**config.mk**
```make
export PLATFORM = sky130hd
export DESIGN_NAME = iste_slave
export DESIGN_NICKNAME = d
export VERILOG_FILES = /design/src/common/iste_pkg.sv /design/src/hw/iste_slave.sv
export SDC_FILE = /design/constraint.sdc
export NUM_CORES = 1
export LEC_CHECK = 0
export BUFFER_PORTS_ARGS = -buffer_cell sky130_fd_sc_hd__buf_4
export CAP_MARGIN = 20
export CORE_MARGIN = 10
export CORE_UTILIZATION = 50
export DETAILED_ROUTE_END_ITERATION = 10
export GPL_TIMING_DRIVEN = 0
export PLACE_DENSITY_LB_ADDON = 0.2
export SYNTH_ARGS = -nofsm -noshare
export SYNTH_HDL_FRONTEND = slang
export SYNTH_SLANG_ARGS = --single-unit
```
**constraint.sdc**
```tcl
create_clock -name clk -period 5.8 [get_ports clk]
set_clock_uncertainty 0.15 [all_clocks]
set_input_delay 0.29 -clock clk [delete_from_list [all_inputs] [get_ports clk]]
set_output_delay 0.29 -clock clk [all_outputs]
set_load 0.02 [all_outputs]
```
**src/common/iste_pkg.sv**
```systemverilog
package iste_pkg;

    // Register byte offsets on the plain register port.
    localparam logic [4:0] OFF_DATA  = 5'h00;
    localparam logic [4:0] OFF_CTRL  = 5'h04;
    localparam logic [4:0] OFF_SAR   = 5'h08;
    localparam logic [4:0] OFF_RAW   = 5'h0C;
    localparam logic [4:0] OFF_MASK  = 5'h10;
    localparam logic [4:0] OFF_MSTAT = 5'h14;
    localparam logic [4:0] OFF_STAT  = 5'h18;
    localparam logic [4:0] OFF_ACLR  = 5'h1C;

    // Event bit positions shared by raw, mask and masked status.
    localparam int EV_RXOVER = 1;
    localparam int EV_RXFULL = 2;
    localparam int EV_RDREQ  = 5;
    localparam int EV_ABORT  = 6;
    localparam int EV_W      = 8;

    // Control, data and status field positions.
    localparam int CTRL_MASTER = 0;
    localparam int CTRL_10BIT  = 3;
    localparam int CTRL_SDIS   = 6;
    localparam int CTRL_W      = 7;
    localparam int CMD_BIT     = 8;
    localparam int SAR_W       = 10;
    localparam int ST_ACT      = 0;
    localparam int ST_TFNF     = 1;
    localparam int ST_TFE      = 2;
    localparam int ST_RECEIVE_FIFO_NOT_EMPTY     = 3;
    localparam int ST_RFF      = 4;

    // Reset values.
    localparam logic [CTRL_W-1:0] CTRL_RST = 7'h00;
    localparam logic [SAR_W-1:0]  SAR_RST  = 10'h055;
    localparam logic [EV_W-1:0]   MASK_RST = 8'h00;

    // FIFO shape and bit counts.
    localparam int          PW       = 3;
    localparam int          DEPTH    = 8;
    localparam logic [PW:0] FULL_CNT = 4'h8;
    localparam logic [3:0]  BITS     = 4'h8;
    localparam logic [3:0]  LAST_TX  = 4'h7;

    // Link-side states, one-hot.
    typedef enum logic [7:0] {
        S_IDLE = 8'h01,
        S_ADDR = 8'h02,
        S_ACKA = 8'h04,
        S_RX   = 8'h08,
        S_ACKR = 8'h10,
        S_STR  = 8'h20,
        S_TX   = 8'h40,
        S_ACKT = 8'h80
    } iste_state_t;

    // Open-drain pin drive group.
    typedef struct packed {
        logic scl_o;
        logic scl_oe;
        logic sda_o;
        logic sda_oe;
    } iste_pins_t;

endpackage

```
**src/hw/iste_slave.sv**
```systemverilog
// Design decisions made here: strobed register access and the register offsets.
module iste_slave (
    input  wire logic                clk,    // System clock, 100 MHz.
    input  wire logic                sys_rst, // Synchronous reset.
    input  wire logic [4:0]          addr,   // Register byte address.
    input  wire logic [31:0]         wdata,  // Write data.
    input  wire logic                wr,     // Write strobe.
    input  wire logic                rd,     // Read strobe.
    output logic      [31:0]         rdata,  // Read data, next cycle.
    input  wire logic                scl_i,  // SCL level from pin.
    input  wire logic                sda_i,  // SDA level from pin.
    output iste_pkg::iste_pins_t     pins,   // Pin drives.
    output logic                     irq     // Level interrupt.
);

    function automatic logic hit(input logic s, input logic [4:0] off);
        hit = s && (addr == off);
    endfunction

    // Two-stage synchronisers plus a third stage for edge detection.
    logic scl_m_q, scl_s_q, scl_p_q, sda_m_q, sda_s_q, sda_p_q;
    always_ff @(posedge clk)
    begin
        scl_m_q <= scl_i;
        scl_s_q <= scl_m_q;
        scl_p_q <= scl_s_q;
        sda_m_q <= sda_i;
        sda_s_q <= sda_m_q;
        sda_p_q <= sda_s_q;
    end

    logic rise, fall, start, stop;
    assign rise  = scl_s_q & ~scl_p_q;
    assign fall  = ~scl_s_q & scl_p_q;
    assign start = scl_s_q & scl_p_q & sda_p_q & ~sda_s_q;
    assign stop  = scl_s_q & scl_p_q & ~sda_p_q & sda_s_q;

    // Register and FIFO state.
    logic [iste_pkg::CTRL_W-1:0] ctrl_q, ctrl_d;
    logic [iste_pkg::SAR_W-1:0]  sar_q, sar_d;
    logic [iste_pkg::EV_W-1:0]   mask_q, mask_d, raw_q, raw_d;
    logic                        hold_q, hold_d, irq_q, irq_d;
    logic [31:0]                 rdata_q, rdata_d;
    logic [7:0]                  txm [iste_pkg::DEPTH];
    logic [7:0]                  rxm [iste_pkg::DEPTH];
    logic [iste_pkg::PW-1:0]     txw_q, txw_d, txr_q, txr_d;
    logic [iste_pkg::PW-1:0]     rxw_q, rxw_d, rxr_q, rxr_d;
    logic [iste_pkg::PW:0]       txc_q, txc_d, rxc_q, rxc_d;
    logic                        tx_we, rx_we;

    // Link state.
    iste_pkg::iste_state_t st_q, st_d;
    iste_pkg::iste_pins_t  pins_q, pins_d;
    logic [3:0] cnt_q, cnt_d;
    logic [7:0] sh_q, sh_d;
    logic       rw_q, rw_d, nack_q, nack_d, flush_q, flush_d;
    logic       en, rd_ev, ab_ev, push, pop, tx_ok;

    assign en = ~ctrl_q[iste_pkg::CTRL_MASTER] & ~ctrl_q[iste_pkg::CTRL_SDIS];
    assign tx_ok = (txc_q != '0) && !hold_q && !flush_q;

    // Link-side sequencer; it only ever pulls SCL and SDA low.
    always_comb
    begin
        st_d    = st_q;
        cnt_d   = cnt_q;
        sh_d    = sh_q;
        rw_d    = rw_q;
        nack_d  = nack_q;
        pins_d  = pins_q;
        flush_d = 1'b0;
        rd_ev   = 1'b0;
        ab_ev   = 1'b0;
        push    = 1'b0;
        pop     = 1'b0;
        if (!en || stop)
        begin
            st_d          = iste_pkg::S_IDLE;
            pins_d.scl_oe = 1'b0;
            pins_d.sda_oe = 1'b0;
        end
        else if (start)
        begin
            st_d          = iste_pkg::S_ADDR;
            cnt_d         = '0;
            pins_d.scl_oe = 1'b0;
            pins_d.sda_oe = 1'b0;
        end
        else
        begin
            case (st_q)
                iste_pkg::S_IDLE:
                begin
                    st_d = iste_pkg::S_IDLE;
                end
                iste_pkg::S_ADDR, iste_pkg::S_RX:
                begin
                    if (rise)
                    begin
                        sh_d  = {sh_q[6:0], sda_s_q};
                        cnt_d = cnt_q + 4'h1;
                    end
                    else if (fall && cnt_q == iste_pkg::BITS)
                    begin
                        if (st_q == iste_pkg::S_RX)
                        begin
                            push          = 1'b1;
                            pins_d.sda_oe = 1'b1;
                            st_d          = iste_pkg::S_ACKR;
                        end
                        else if (sh_q[7:1] == sar_q[6:0])
                        begin
                            pins_d.sda_oe = 1'b1;
                            rw_d          = sh_q[0];
                            st_d          = iste_pkg::S_ACKA;
                        end
                        else
                        begin
                            st_d = iste_pkg::S_IDLE;
                        end
                    end
                end
                iste_pkg::S_ACKR:
                begin
                    if (fall)
                    begin
                        pins_d.sda_oe = 1'b0;
                        cnt_d         = '0;
                        st_d          = iste_pkg::S_RX;
                    end
                end
                iste_pkg::S_ACKA:
                begin
                    if (fall)
                    begin
                        pins_d.sda_oe = 1'b0;
                        cnt_d         = '0;
                        if (rw_q)
                        begin
                            rd_ev         = 1'b1;
                            ab_ev         = (txc_q != '0);
                            flush_d       = (txc_q != '0);
                            pins_d.scl_oe = 1'b1;
                            st_d          = iste_pkg::S_STR;
                        end
                        else
                        begin
                            st_d = iste_pkg::S_RX;
                        end
                    end
                end
                iste_pkg::S_STR:
                begin
                    if (tx_ok)
                    begin
                        pop           = 1'b1;
                        sh_d          = txm[txr_q];
                        pins_d.sda_oe = ~txm[txr_q][7];
                        pins_d.scl_oe = 1'b0;
                        cnt_d         = '0;
                        st_d          = iste_pkg::S_TX;
                    end
                    else
                    begin
                        pins_d.scl_oe = 1'b1;
                    end
                end
                iste_pkg::S_TX:
                begin
                    if (fall)
                    begin
                        if (cnt_q == iste_pkg::LAST_TX)
                        begin
                            pins_d.sda_oe = 1'b0;
                            st_d          = iste_pkg::S_ACKT;
                        end
                        else
                        begin
                            sh_d          = {sh_q[6:0], 1'b0};
                            pins_d.sda_oe = ~sh_q[6];
                            cnt_d         = cnt_q + 4'h1;
                        end
                    end
                end
                iste_pkg::S_ACKT:
                begin
                    if (rise)
                    begin
                        nack_d = sda_s_q;
                    end
                    else if (fall)
                    begin
                        if (nack_q)
                        begin
                            ab_ev   = 1'b1;
                            flush_d = 1'b1;
                            st_d    = iste_pkg::S_IDLE;
                        end
                        else
                        begin
                            // Data ready: one cycle in S_STR, no stretch.
                            rd_ev         = !tx_ok;
                            pins_d.scl_oe = !tx_ok;
                            st_d          = iste_pkg::S_STR;
                        end
                    end
                end
                default:
                begin
                    st_d = iste_pkg::S_IDLE;
                end
            endcase
        end
    end

    always_ff @(posedge clk)
    begin
        if (sys_rst)
        begin
            st_q    <= iste_pkg::S_IDLE;
            cnt_q   <= '0;
            sh_q    <= '0;
            rw_q    <= 1'b0;
            nack_q  <= 1'b0;
            pins_q  <= '0;
            flush_q <= 1'b0;
        end
        else
        begin
            st_q    <= st_d;
            cnt_q   <= cnt_d;
            sh_q    <= sh_d;
            rw_q    <= rw_d;
            nack_q  <= nack_d;
            pins_q  <= pins_d;
            flush_q <= flush_d;
        end
    end

    // Register side: FIFOs, events and bus answers.
    always_comb
    begin
        ctrl_d  = ctrl_q;
        sar_d   = sar_q;
        mask_d  = mask_q;
        txw_d   = txw_q;
        txr_d   = txr_q;
        txc_d   = txc_q;
        rxw_d   = rxw_q;
        rxr_d   = rxr_q;
        rxc_d   = rxc_q;
        rdata_d = '0;
        tx_we   = 1'b0;
        rx_we   = 1'b0;
        raw_d   = raw_q;
        hold_d  = hold_q;
        if (hit(wr, iste_pkg::OFF_CTRL))
            ctrl_d = wdata[iste_pkg::CTRL_W-1:0];
        if (hit(wr, iste_pkg::OFF_SAR))
            sar_d = wdata[iste_pkg::SAR_W-1:0];
        if (hit(wr, iste_pkg::OFF_MASK))
            mask_d = wdata[iste_pkg::EV_W-1:0];
        if (hit(wr, iste_pkg::OFF_RAW))
            raw_d = raw_d & ~wdata[iste_pkg::EV_W-1:0];
        if (hit(rd, iste_pkg::OFF_ACLR))
        begin
            raw_d[iste_pkg::EV_ABORT] = 1'b0;
            hold_d                    = 1'b0;
        end
        // Transmit FIFO; writes during the flushed hold are dropped.
        if (pop)
        begin
            txr_d = txr_q + 3'h1;
            txc_d = txc_q - 4'h1;
        end
        if (hit(wr, iste_pkg::OFF_DATA) && !wdata[iste_pkg::CMD_BIT]
            && !hold_q && !flush_q && txc_q != iste_pkg::FULL_CNT)
        begin
            tx_we = 1'b1;
            txw_d = txw_q + 3'h1;
            txc_d = txc_d + 4'h1;
        end
        if (flush_q || hold_q)
        begin
            txw_d = '0;
            txr_d = '0;
            txc_d = '0;
        end
        // Receive FIFO; a push onto a full FIFO is lost but flagged.
        if (hit(rd, iste_pkg::OFF_DATA) && rxc_q != '0)
        begin
            rdata_d = {24'h000000, rxm[rxr_q]};
            rxr_d   = rxr_q + 3'h1;
            rxc_d   = rxc_q - 4'h1;
        end
        if (push && rxc_q == iste_pkg::FULL_CNT)
            raw_d[iste_pkg::EV_RXOVER] = 1'b1;
        else if (push)
        begin
            rx_we                      = 1'b1;
            rxw_d                      = rxw_q + 3'h1;
            rxc_d                      = rxc_d + 4'h1;
            raw_d[iste_pkg::EV_RXFULL] = 1'b1;
        end
        // Hardware sets win over software clears in the same cycle.
        if (rd_ev)
            raw_d[iste_pkg::EV_RDREQ] = 1'b1;
        if (ab_ev)
        begin
            raw_d[iste_pkg::EV_ABORT] = 1'b1;
            hold_d                    = 1'b1;
        end
        if (rd)
        begin
            case (addr)
                iste_pkg::OFF_CTRL:  rdata_d = {25'h0, ctrl_q};
                iste_pkg::OFF_SAR:   rdata_d = {22'h0, sar_q};
                iste_pkg::OFF_RAW:   rdata_d = {24'h0, raw_q};
                iste_pkg::OFF_MASK:  rdata_d = {24'h0, mask_q};
                iste_pkg::OFF_MSTAT: rdata_d = {24'h0, raw_q & mask_q};
                iste_pkg::OFF_STAT:
                begin
                    rdata_d[iste_pkg::ST_ACT]  = (st_q != iste_pkg::S_IDLE);
                    rdata_d[iste_pkg::ST_TFNF] = (txc_q != iste_pkg::FULL_CNT);
                    rdata_d[iste_pkg::ST_TFE]  = (txc_q == '0);
                    rdata_d[iste_pkg::ST_RECEIVE_FIFO_NOT_EMPTY] = (rxc_q != '0);
                    rdata_d[iste_pkg::ST_RFF]  = (rxc_q == iste_pkg::FULL_CNT);
                end
                default: rdata_d = rdata_d;
            endcase
        end
        irq_d = |(raw_q & mask_q);
    end

    always_ff @(posedge clk)
    begin
        if (tx_we)
            txm[txw_q] <= wdata[7:0];
        if (rx_we)
            rxm[rxw_q] <= sh_q;
        if (sys_rst)
        begin
            ctrl_q  <= iste_pkg::CTRL_RST;
            sar_q   <= iste_pkg::SAR_RST;
            mask_q  <= iste_pkg::MASK_RST;
            raw_q   <= '0;
            hold_q  <= 1'b0;
            txw_q   <= '0;
            txr_q   <= '0;
            txc_q   <= '0;
            rxw_q   <= '0;
            rxr_q   <= '0;
            rxc_q   <= '0;
            rdata_q <= '0;
            irq_q   <= 1'b0;
        end
        else
        begin
            ctrl_q  <= ctrl_d;
            sar_q   <= sar_d;
            mask_q  <= mask_d;
            raw_q   <= raw_d;
            hold_q  <= hold_d;
            txw_q   <= txw_d;
            txr_q   <= txr_d;
            txc_q   <= txc_d;
            rxw_q   <= rxw_d;
            rxr_q   <= rxr_d;
            rxc_q   <= rxc_d;
            rdata_q <= rdata_d;
            irq_q   <= irq_d;
        end
    end

    assign rdata = rdata_q;
    assign pins  = pins_q;
    assign irq   = irq_q;

    // Checks on the behaviour above.
    chk_stretch_hold: assert property (@(posedge clk) disable iff (sys_rst)
        st_q == iste_pkg::S_STR && !tx_ok |=> pins_q.scl_oe)
        else $error("SCL not held while waiting for data.");
    chk_rdreq_raise: assert property (@(posedge clk) disable iff (sys_rst)
        rd_ev |=> raw_q[iste_pkg::EV_RDREQ] && pins_q.scl_oe)
        else $error("Read request not raised with SCL held.");
    chk_abort_flush: assert property (@(posedge clk) disable iff (sys_rst)
        ab_ev |=> flush_q && raw_q[iste_pkg::EV_ABORT] ##1 txc_q == '0)
        else $error("Abort did not flush transmit data.");
    chk_hold_empty: assert property (@(posedge clk) disable iff (sys_rst)
        hold_q && !hit(rd, iste_pkg::OFF_ACLR) |=> hold_q && txc_q == '0)
        else $error("Transmit FIFO left the flushed hold.");
    chk_release_send: assert property (@(posedge clk) disable iff (sys_rst)
        st_q == iste_pkg::S_STR && tx_ok && en && !stop && !start
        |=> !pins_q.scl_oe && st_q == iste_pkg::S_TX)
        else $error("SCL not released once data was ready.");
    chk_rx_overflow: assert property (@(posedge clk) disable iff (sys_rst)
        push && rxc_q == iste_pkg::FULL_CNT && !rd
        |=> raw_q[iste_pkg::EV_RXOVER] && pins_q.sda_oe && $stable(rxc_q))
        else $error("Overflow not flagged or byte not acked.");
    chk_rx_event: assert property (@(posedge clk) disable iff (sys_rst)
        rx_we |=> raw_q[iste_pkg::EV_RXFULL] && rxc_q != '0)
        else $error("Receive event or count missing.");
    chk_nack_abort: assert property (@(posedge clk) disable iff (sys_rst)
        st_q == iste_pkg::S_ACKT && nack_q && fall && en && !stop && !start
        |=> flush_q ##1 raw_q[iste_pkg::EV_ABORT] && hold_q)
        else $error("NACK did not discard transmit data.");
    chk_irq_level: assert property (@(posedge clk) disable iff (sys_rst)
        ##1 irq_q == $past(|(raw_q & mask_q)))
        else $error("Interrupt does not follow masked status.");

endmodule

```
# Word level (Yosys, flattened, before mapping)
# Memories as Yosys holds them, arrays and structs flattened. A register that Yosys moved wholly into a read port is not among the register bits.
# Index checks and enable logic that the tools add are counted.
[totals]
ff_bits = 118
mem_count = 2
out_inout_bits = 37
ram_bits = 128
input_bits = 43
[mem_list]
columns = ["memory", "depth", "width", "read_ports", "rd_ports_with_merged_regs", "write_ports", "line", "rtl"]
rows = [
  ["rxm", 8, 8, 1, 1, 1, "iste_slave.sv:45", "logic [7:0] rxm [iste_pkg::DEPTH];"],
  ["txm", 8, 8, 1, 1, 1, "iste_slave.sv:44", "logic [7:0] txm [iste_pkg::DEPTH];"],
]
[op_classes]
muxes = 98
reduce_logical = 50
n_addsub = 9
eq_ne = 47
n_bitwise = 24
[ops]
columns = ["op", "n"]
rows = [
  ["$mux W8", 14],
  ["$mux W1", 53],
  ["$pmux W8 S6", 1],
  ["$mux W4", 11],
  ["$ne A3 B3 Y1 const B", 12],
  ["$mux W32", 1],
  ["$pmux W5 S6", 1],
  ["$reduce_and A7 Y1", 4],
  ["$ne A2 B2 Y1 const B", 13],
  ["$pmux W5 S5", 1],
  ["$pmux W8 S3", 1],
  ["$eq A5 B5 Y1 const B", 4],
  ["$reduce_and A9 Y1", 2],
  ["$and A8 B8 Y8", 2],
  ["$logic_and A1 B1 Y1", 16],
  ["$pmux W4 S4", 1],
  ["$mux W3", 5],
  ["$not A1 Y1", 13],
  ["$add A3 B1 Y3 const B", 4],
  ["$add A4 B1 Y4 const B", 3],
  ["$mux W6", 2],
  ["$reduce_bool A4 Y1", 3],
  ["$eq A5 B4 Y1 const B", 2],
  ["$reduce_bool A3 Y1", 3],
  ["36 further kinds", 56],
]

# Logic depth before layout (Yosys ltp)
# Gate-level depths: netlist of the first run.
[depth]
ltp_word = 12
ltp_mapped = 11

# Worst setup path after synthesis of the first run
# Ideal clock, no wire load.
[synth_timing]
path_type = "flip-flop to flip-flop"
start = "register scl_p_q"
end = "memory rxm[4][0], enable pin"
setup_ps = 385
arrival_ps = 2352
required_ps = 5265
period_less_slack_ps = 2887
path_buffers = 0
slack_ps = 2913
path_stages_with_launch = 6
cell_sequence = "dfxtp_1 -> nor2b_1 -> nand4_1 -> nor4_2 -> nand2b_1 -> nor3b_1"
[synth_via]
elab_chain_len = 11
word_cells_on_any_way = 20
classes_between = "mux (9); bitwise (8); reduce/logical (3)"
[synth_lines]
columns = ["element", "line", "rtl"]
rows = [
  ["start: declaration", "iste_slave.sv:21", "logic scl_m_q, scl_s_q, scl_p_q, sda_m_q, sda_s_q, sda_p_q;"],
  ["start signal: assignment", "iste_slave.sv:26", "scl_p_q <= scl_s_q;"],
  ["$and A1 B1 Y1", "iste_slave.sv:34", "assign fall = ~scl_s_q & scl_p_q;"],
  ["$logic_and A1 B1 Y1", "iste_slave.sv:103", "else if (fall && cnt_q == iste_pkg::BITS)"],
  ["$mux W1", "iste_slave.sv:103", ""],
  ["$mux W1", "iste_slave.sv:98", "if (rise)"],
  ["$mux W1", "iste_slave.sv:91", "case (st_q)"],
  ["$mux W1", "iste_slave.sv:82", "else if (start)"],
  ["$mux W1 (*)", "iste_slave.sv:76", "if (!en || stop)"],
  ["$mux W1 / $logic_and A1 B1 Y1 (equally long branches)", "iste_slave.sv:298, iste_slave.sv:296", ""],
  ["$mux W1 (*)", "iste_slave.sv:296", "if (push && rxc_q == iste_pkg::FULL_CNT)"],
  ["$mux W1 (*)", "iste_slave.sv:339", "if (rx_we)"],
  ["$mux W1 (not written as such) (*)", "iste_slave.sv:340", "rxm[rxw_q] <= sh_q;"],
  ["end: declaration", "iste_slave.sv:45", ""],
]
# Every way passes the cells marked *; elsewhere a longest branch is shown, timed or not.

# Final worst setup path of the first run
[layout_timing]
start = "register scl_p_q"
end = "memory rxm[6][7], enable pin"
# The elaborated chain is that of the path after synthesis.

==> impl_metrics.ini, run 1 <==
[clock_network]
hold_buffers = 12
postCtsResizedCells = 0
numCtsBuffers = 24
cts_htree_levels = 1
postCtsSetupBuffers = 0
clock_sinks = 230
cts-root-buf = clkbuf_16
clkSlewWorstSetupHoldPaths_ns = 0.06
cts_tree = built
worst_skew_pair.late_latency_ns = 0.51
clk_path_buf_depth = 3

[worst_hold_path]
worstHoldPathType = in -> reg

[synthesis]
synth_top_family_by_area = simple AND/OR/NAND/NOR gates
synthesis.area_mm2 = 0.00997
synth_largest_area_cell = edfxtp_1
ys_ff_latch = 230
synth_compound_area_share_pct = 7.63
synthTopCellsByArea = edfxtp_1 39%, dfxtp_1 20%, mux4_2 7.2%
synth-simple-area-share_pct = 14.6
synth_edf_count = 128
synth_seq_area_share_pct = 59.0
synthCells = 827
async_flop_share_pct = 0
yosysWarningCount = 0
synthMuxAreaShare_pct = 10.6
avgSynthCellArea_um2 = 12.1
synth-xor-area-share_pct = 2.55
synthDistinctLibCells = 67
synth_adder_area_share_pct = 1.51
synthFlopType = edfxtp_1
yosysTopAreaCellShare_pct = 38.6

[sta]
finalSetupViolations = 0
timing_hold_violations_final = 0
hold_ws_ns = 0.164
slew_headroom_pct = 36.1
tightestPinTransition_ns = 0.934
timing.fmax_mhz = 277
fin_crit_sh_pct = 62.2
rsz0062_at_grt = no
finalSetupTns_ns = 0
final_max_slew_viol_count = 0
min_period_ns = 3.61

[detailed_routing]
drt_wl_total_um = 23300
drcViolationCount = 0
via_per_inst = 5.56
first_pass_iters = 5
avgRoutedWirePerCell_um = 19.3
vias = 6713
antenna_left = 0
drt_iter0_drc = 617

[floorplan]
coreArea_mm2 = 0.0195
start_util_pct = 51.1
die_area_mm2 = 0.0260
fp-row-count = 51
die_w_um = 161
io_pins = 80
dieHeight_um = 161

[global_route]
first_global_vias = 6581
grt-ovfl-total = 0
grt_pass1_wl_um = 37200
antenna_found_initial = 0
grt_use_total_pct = 17.8
grt_max_degree = 14

[setup_path]
critPathMaxFanout = 8
cp-end-kind = flop
crit_type = reg -> reg
rrSetupSlack_ns = 2.19
cp.arrival_ns = 3.59
crit_required_ns = 5.79
startpoint_type = flop

[run]
maxCapViolations = 0

[finish]
fill_cells = 1639
areaGrowthSynthToFinish_pct = 16.0
n_antenna_cell = 0
ff_latch_area_mm2 = 0.00589
nets = 979
drive_gt1_share_pct = 16.7
multi_input_area_mm2 = 0.00379

[pwr]
powerDensity_mw_per_mm2 = 290
max-vdd-ir-drop_v = 0.000260
cellLeakagePower_nw = 3.97

[run_status]
status = complete, no violations

[placed_design]
place.gp.congestion = 0.893
portBuffers = 31
dpl.hpwl_um = 16600
-- state kept, by name, summed over array words and instances, names as in the netlist, 4 cells and up, named ones only --
name	flops
cnt_q	4
ctrl_q	7
mask_q	8
raw_q	8
rdata	10
rxc_q	4
rxm	64
sar_q	10
sh_q	8
st_q	8
txc_q	4
txm	64
-- path summary, 6_finish.rpt --
path                                 startpoint             endpoint  cells past startpoint
worst max-delay path            scl_p_q$_DFF_P_  rxm[6][7]$_DFFE_PP_                      5
worst max register to register  scl_p_q$_DFF_P_  rxm[6][7]$_DFFE_PP_                      5
worst min-delay path                    addr[0]  rdata[5]$_SDFF_PP0_                      4
worst min register to register  sda_m_q$_DFF_P_      sda_s_q$_DFF_P_                      0
-- cells in the mapped netlist, types with 4 or more instances --
cell type,n
a211oi_1,5
a21o_1,5
a21oi_1,43
a22oi_1,5
and2_1,4
and3_1,7
buf_1,5
buf_2,7
buf_4,24
clkbuf_1,28
dfxtp_1,102
edfxtp_1,128
ha_1,12
inv_1,16
mux2_2,6
mux2i_1,27
mux4_2,32
nand2_1,92
nand2b_1,10
nand3_1,39
nand4_1,6
nor2_1,72
nor2b_1,6
nor3_1,15
nor3b_1,9
o2111ai_1,4
o21ai_0,17
or3_1,6
xnor2_1,18
xor2_1,11
-- per-layer routing --
| metal | track usage, % | up-vias | part of all wire, % |
|---|---|---|---|
| met4 | 5.91 | 0 | 2.8 |
| met1 | 24.3 | 3213 | 44 |
| met5 | 0 | - | 0 |
| li1 | - | 3197 | - |
| met3 | 2.92 | 47 | 7.3 |
| met2 | 28.3 | 256 | 46 |
-- power by group --
| part | switching, mW | internal [mW] | total, mW |
|---|---|---|---|
| clock | 0.620 | 0.909 | 1.53 |
| combinational | 0.0720 | 0.0383 | 0.110 |
| sequential | 0.00383 | 1.71 | 1.72 |
-- critical path, cell delays in order (launching register included) --
cell	delay, ns
dfxtp_1	0.37
nor2b_1	0.49
nand4_1	0.32
nor4_2	0.79
nand2b_1	0.31
nor2_1	0.79
-- cell type report --
| cell class | count | area share (%) |
|---|---|---|
| Timing Repair Buffer | 48 | 3.26 |
| Buffer | 64 | 2.93 |
| Clock buffer | 31 | 5.51 |
| Multi-Input combinational cell | 540 | 32.8 |
| Inverter | 16 | 0.519 |
| Tap cell | 265 | 2.87 |
| Sequential cell | 230 | 50.9 |
| Clock inverter | 13 | 1.27 |
-- through the flow --
stage	utilization [%]	std cells	setup WS, ns	total power, mW	cell area, um2
after floorplan	-	850	2.91	1.81	10100
after global placement	54.4	1146	1.66	1.85	10600
after detailed placement	54.6	1151	2.16	1.86	10700
after CTS	59.2	1207	2.14	3.37	11600
after global routing	59.2	1207	1.89	3.45	11600
final	59.2	1207	2.19	3.36	11600
-- cell usage in the layout, fill, tap and decap left out, types with 6 or more instances in the layout --
cell type | Yosys | final
a21oi_1 | 43 | 43
and3_1 | 7 | 7
buf_1 | 5 | 6
buf_2 | 7 | 11
buf_4 | 24 | 55
clkbuf_1 | 28 | 34
clkbuf_16 | 0 | 24
conb_1 | 1 | 24
dfxtp_1 | 102 | 102
dlygate4sd3_1 | 0 | 12
edfxtp_1 | 128 | 128
ha_1 | 12 | 12
inv_1 | 16 | 16
mux2_2 | 6 | 6
mux2i_1 | 27 | 27
mux4_2 | 32 | 32
nand2_1 | 92 | 92
nand2b_1 | 10 | 10
nand3_1 | 39 | 39
nand4_1 | 6 | 6
nor2_1 | 72 | 72
nor2b_1 | 6 | 6
nor3_1 | 15 | 14
nor3b_1 | 9 | 6
o21ai_0 | 17 | 17
or3_1 | 6 | 6
xnor2_1 | 18 | 18
xor2_1 | 11 | 11
-- logic make-up (layout without fill, tap and decap cells) --
logic type / after synthesis / in the layout
flip-flops: 230 / 230
AO/OA/AOI/OAI: 114 / 114
other: 1 / 24
XOR/XNOR: 29 / 29
adder cells (fa/ha/maj): 12 / 12
AND/OR/NAND/NOR: 296 / 296
buffers and inverters: 80 / 172
multiplexers: 65 / 65
No activity file was read; power rests on OpenSTA's default activity.
==> run 2, diff against run 1 <==
==> constraint.sdc (replaced) <==
create_clock -name clk -period 3.1 [get_ports clk]
set_clock_uncertainty 0.15 [all_clocks]
set_input_delay 0.155 -clock clk [delete_from_list [all_inputs] [get_ports clk]]
set_output_delay 0.155 -clock clk [all_outputs]
set_load 0.02 [all_outputs]
==> run 2 against run 1 <==
  * Worst setup slack lost 2.0 ns
  * Register-to-register slack lost 2.0 ns
  * First-iteration DRC count shrank 19%
  * Critical path depth grew 1
  * Global-route usage grew 0.060 points
  * Sequential share of layout area shrank 0.50 points
  * Sequential cell count is the same
  * Cell area grew 1.0%
  * Fmax grew 24%
  * Cell count grew 0.25%
  * Critical endpoint unchanged
  * Largest cell class unchanged
==> impl_metrics.ini, run 2 (synthesis results as in run 1) <==
[run_status]
status = complete, no violations

[floorplan]
dieHeight_um = 161
io_pins = 80
fp-row-count = 51
die_w_um = 161
die_area_mm2 = 0.0260
coreArea_mm2 = 0.0195
start_util_pct = 51.1

[pwr]
max-vdd-ir-drop_v = 0.000486
p_int_mw = 4.98
p_comb_share_pct = 3.3
pwr-share-seq_pct = 51.3
pwr-share-clk_pct = 45.4
p_switching_mw = 1.29
powerDensity_mw_per_mm2 = 537
p_sw_share_pct = 20.6
cellLeakagePower_nw = 4.00

[sta]
final_max_slew_viol_count = 0
timing.fmax_mhz = 344
min_period_ns = 2.90
finalSetupViolations = 0
timing_hold_violations_final = 0
hold_ws_ns = 0.0235
slew_headroom_pct = 33.1
tightestPinTransition_ns = 0.978
fin_crit_sh_pct = 93.7
rsz0062_at_grt = no

[setup_path]
slowest_delay_ns = 0.54
crit_type = reg -> reg
crit_family = simple AND/OR/NAND/NOR gates
startpoint_type = flop
critPathMaxFanout = 10
rrSetupSlack_ns = 0.20
crit_slowest_cell = nor2_2
cp-end-kind = flop
crit_chain = clkbuf_1 > nor3_4 > nand4b_1 > nor4_4 > nand2b_1 > nor2_2
cp.arrival_ns = 2.90
crit_required_ns = 3.10
path_buf_inv = 1

[placed_design]
place.gp.congestion = 0.893
dpl.hpwl_um = 16600
portBuffers = 31

[finish]
reg_top3 = rxm: 64 flops, txm: 64 flops
final_util_pct = 59.8
final_cell_mix = 128 x edfxtp_1, 102 x dfxtp_1, 92 x nand2_1
areaGrowthSynthToFinish_pct = 17.2
drive_gt1_share_pct = 17.7
n_antenna_cell = 0
nets = 982
mostFrequentLayoutCell = edfxtp_1

[detailed_routing]
via_per_inst = 5.54
first_pass_iters = 7
drt_iter0_drc = 502
drcViolationCount = 0
avgRoutedWirePerCell_um = 19.4
drt_wl_total_um = 23400
vias = 6704
antenna_left = 0

[clock_network]
numCtsBuffers = 24
cts-root-buf = clkbuf_16
cts_tree = built
cts_htree_levels = 1
clock_sinks = 230
worst_skew_pair.late_latency_ns = 0.51
clk_path_buf_depth = 3
clkSlewWorstSetupHoldPaths_ns = 0.06

[worst_hold_path]
worstHoldPathType = in -> reg

[global_route]
antenna_found_initial = 0
first_global_vias = 6583
grt-ovfl-total = 0
grt_max_degree = 14
grt_use_total_pct = 17.8
grt_pass1_wl_um = 37300

[run]
maxCapViolations = 0
## run 2: cell types whose count changed in the layout (fill, tap and decap cells not counted), moves of 2 or more
cell / before / now
nor3b_1: 6 / 4
nor2_1: 72 / 70
nor2_2: 0 / 2
nor3_1: 14 / 12
nor3_4: 0 / 2
nor3b_4: 0 / 3
buf_12: 0 / 2
## run 2: worst paths after layout
check                       start                   to  cells past startpoint
max          st_q[6]$_SDFFE_PP0P_  rxm[6][7]$_DFFE_PP_                      6
min                       addr[3]  hold_q$_SDFFE_PP0P_                      4
max reg2reg  st_q[6]$_SDFFE_PP0P_  rxm[6][7]$_DFFE_PP_                      6
min reg2reg       sda_m_q$_DFF_P_      sda_s_q$_DFF_P_                      0
## run 2: metrics by stage
stage	instances	worst slack (ns)	cell area (um2)	TNS [ns]	total power [mW]
3_3_place_gp	1146	-1.04	10600	-56.07	3.47
5_1_grt	1210	0.0295	11700	0	6.45
2_1_floorplan	850	0.213	10100	0	3.39
3_5_place_dp	1151	-0.544	10700	-27.94	3.47
6_report	1210	0.196	11700	0	6.27
4_1_cts	1209	0.0189	11600	0	6.31
## run 2: layout make-up
type | instances | area (um2)
repair buffers | 51 | 424
multi-input cells | 540 | 3860
fillers | 1632 | 7840
clock buffers | 31 | 637
inverters | 16 | 60.1
clock inverters | 13 | 146
well taps | 265 | 332
flip-flops and latches | 230 | 5890
plain buffers | 64 | 339
## run 2: timing repair
action | 4_1_cts | 5_1_grt
resized for setup | 10 | 3
buffers inserted | 2 | 1
hold buffers | 12 | 0
endpoints found under the setup margin | 64 | 65
pin swaps | 2 | 1
hold endpoints to repair | 99 | 0
## run 2: worst register-to-register path, stage by stage (launching register included)
cell and delay, ns:
dfxtp_1 0.31, clkbuf_1 0.23, nor3_4 0.32, nand4b_1 0.29, nor4_4 0.39, nand2b_1 0.30
nor2_2 0.54
## run 2: routing by layer
layer | track usage (%) | vias to the layer above | wire length, um
met5 | 0 | - | 0
met4 | 5.91 | 0 | 640
met3 | 2.92 | 45 | 1540
met2 | 28.5 | 219 | 10900
met1 | 24.3 | 3234 | 10300
li1 | - | 3206 | -
## run 2: power groups by stage
stage / registers [mW] / logic [mW] / clock network (mW)
after floorplan: 3.28 / 0.113 / 0
after global placement: 3.28 / 0.189 / 0
after detailed placement: 3.28 / 0.190 / 0
after CTS: 3.21 / 0.203 / 2.89
after global routing: 3.21 / 0.224 / 3.01
final: 3.22 / 0.207 / 2.85
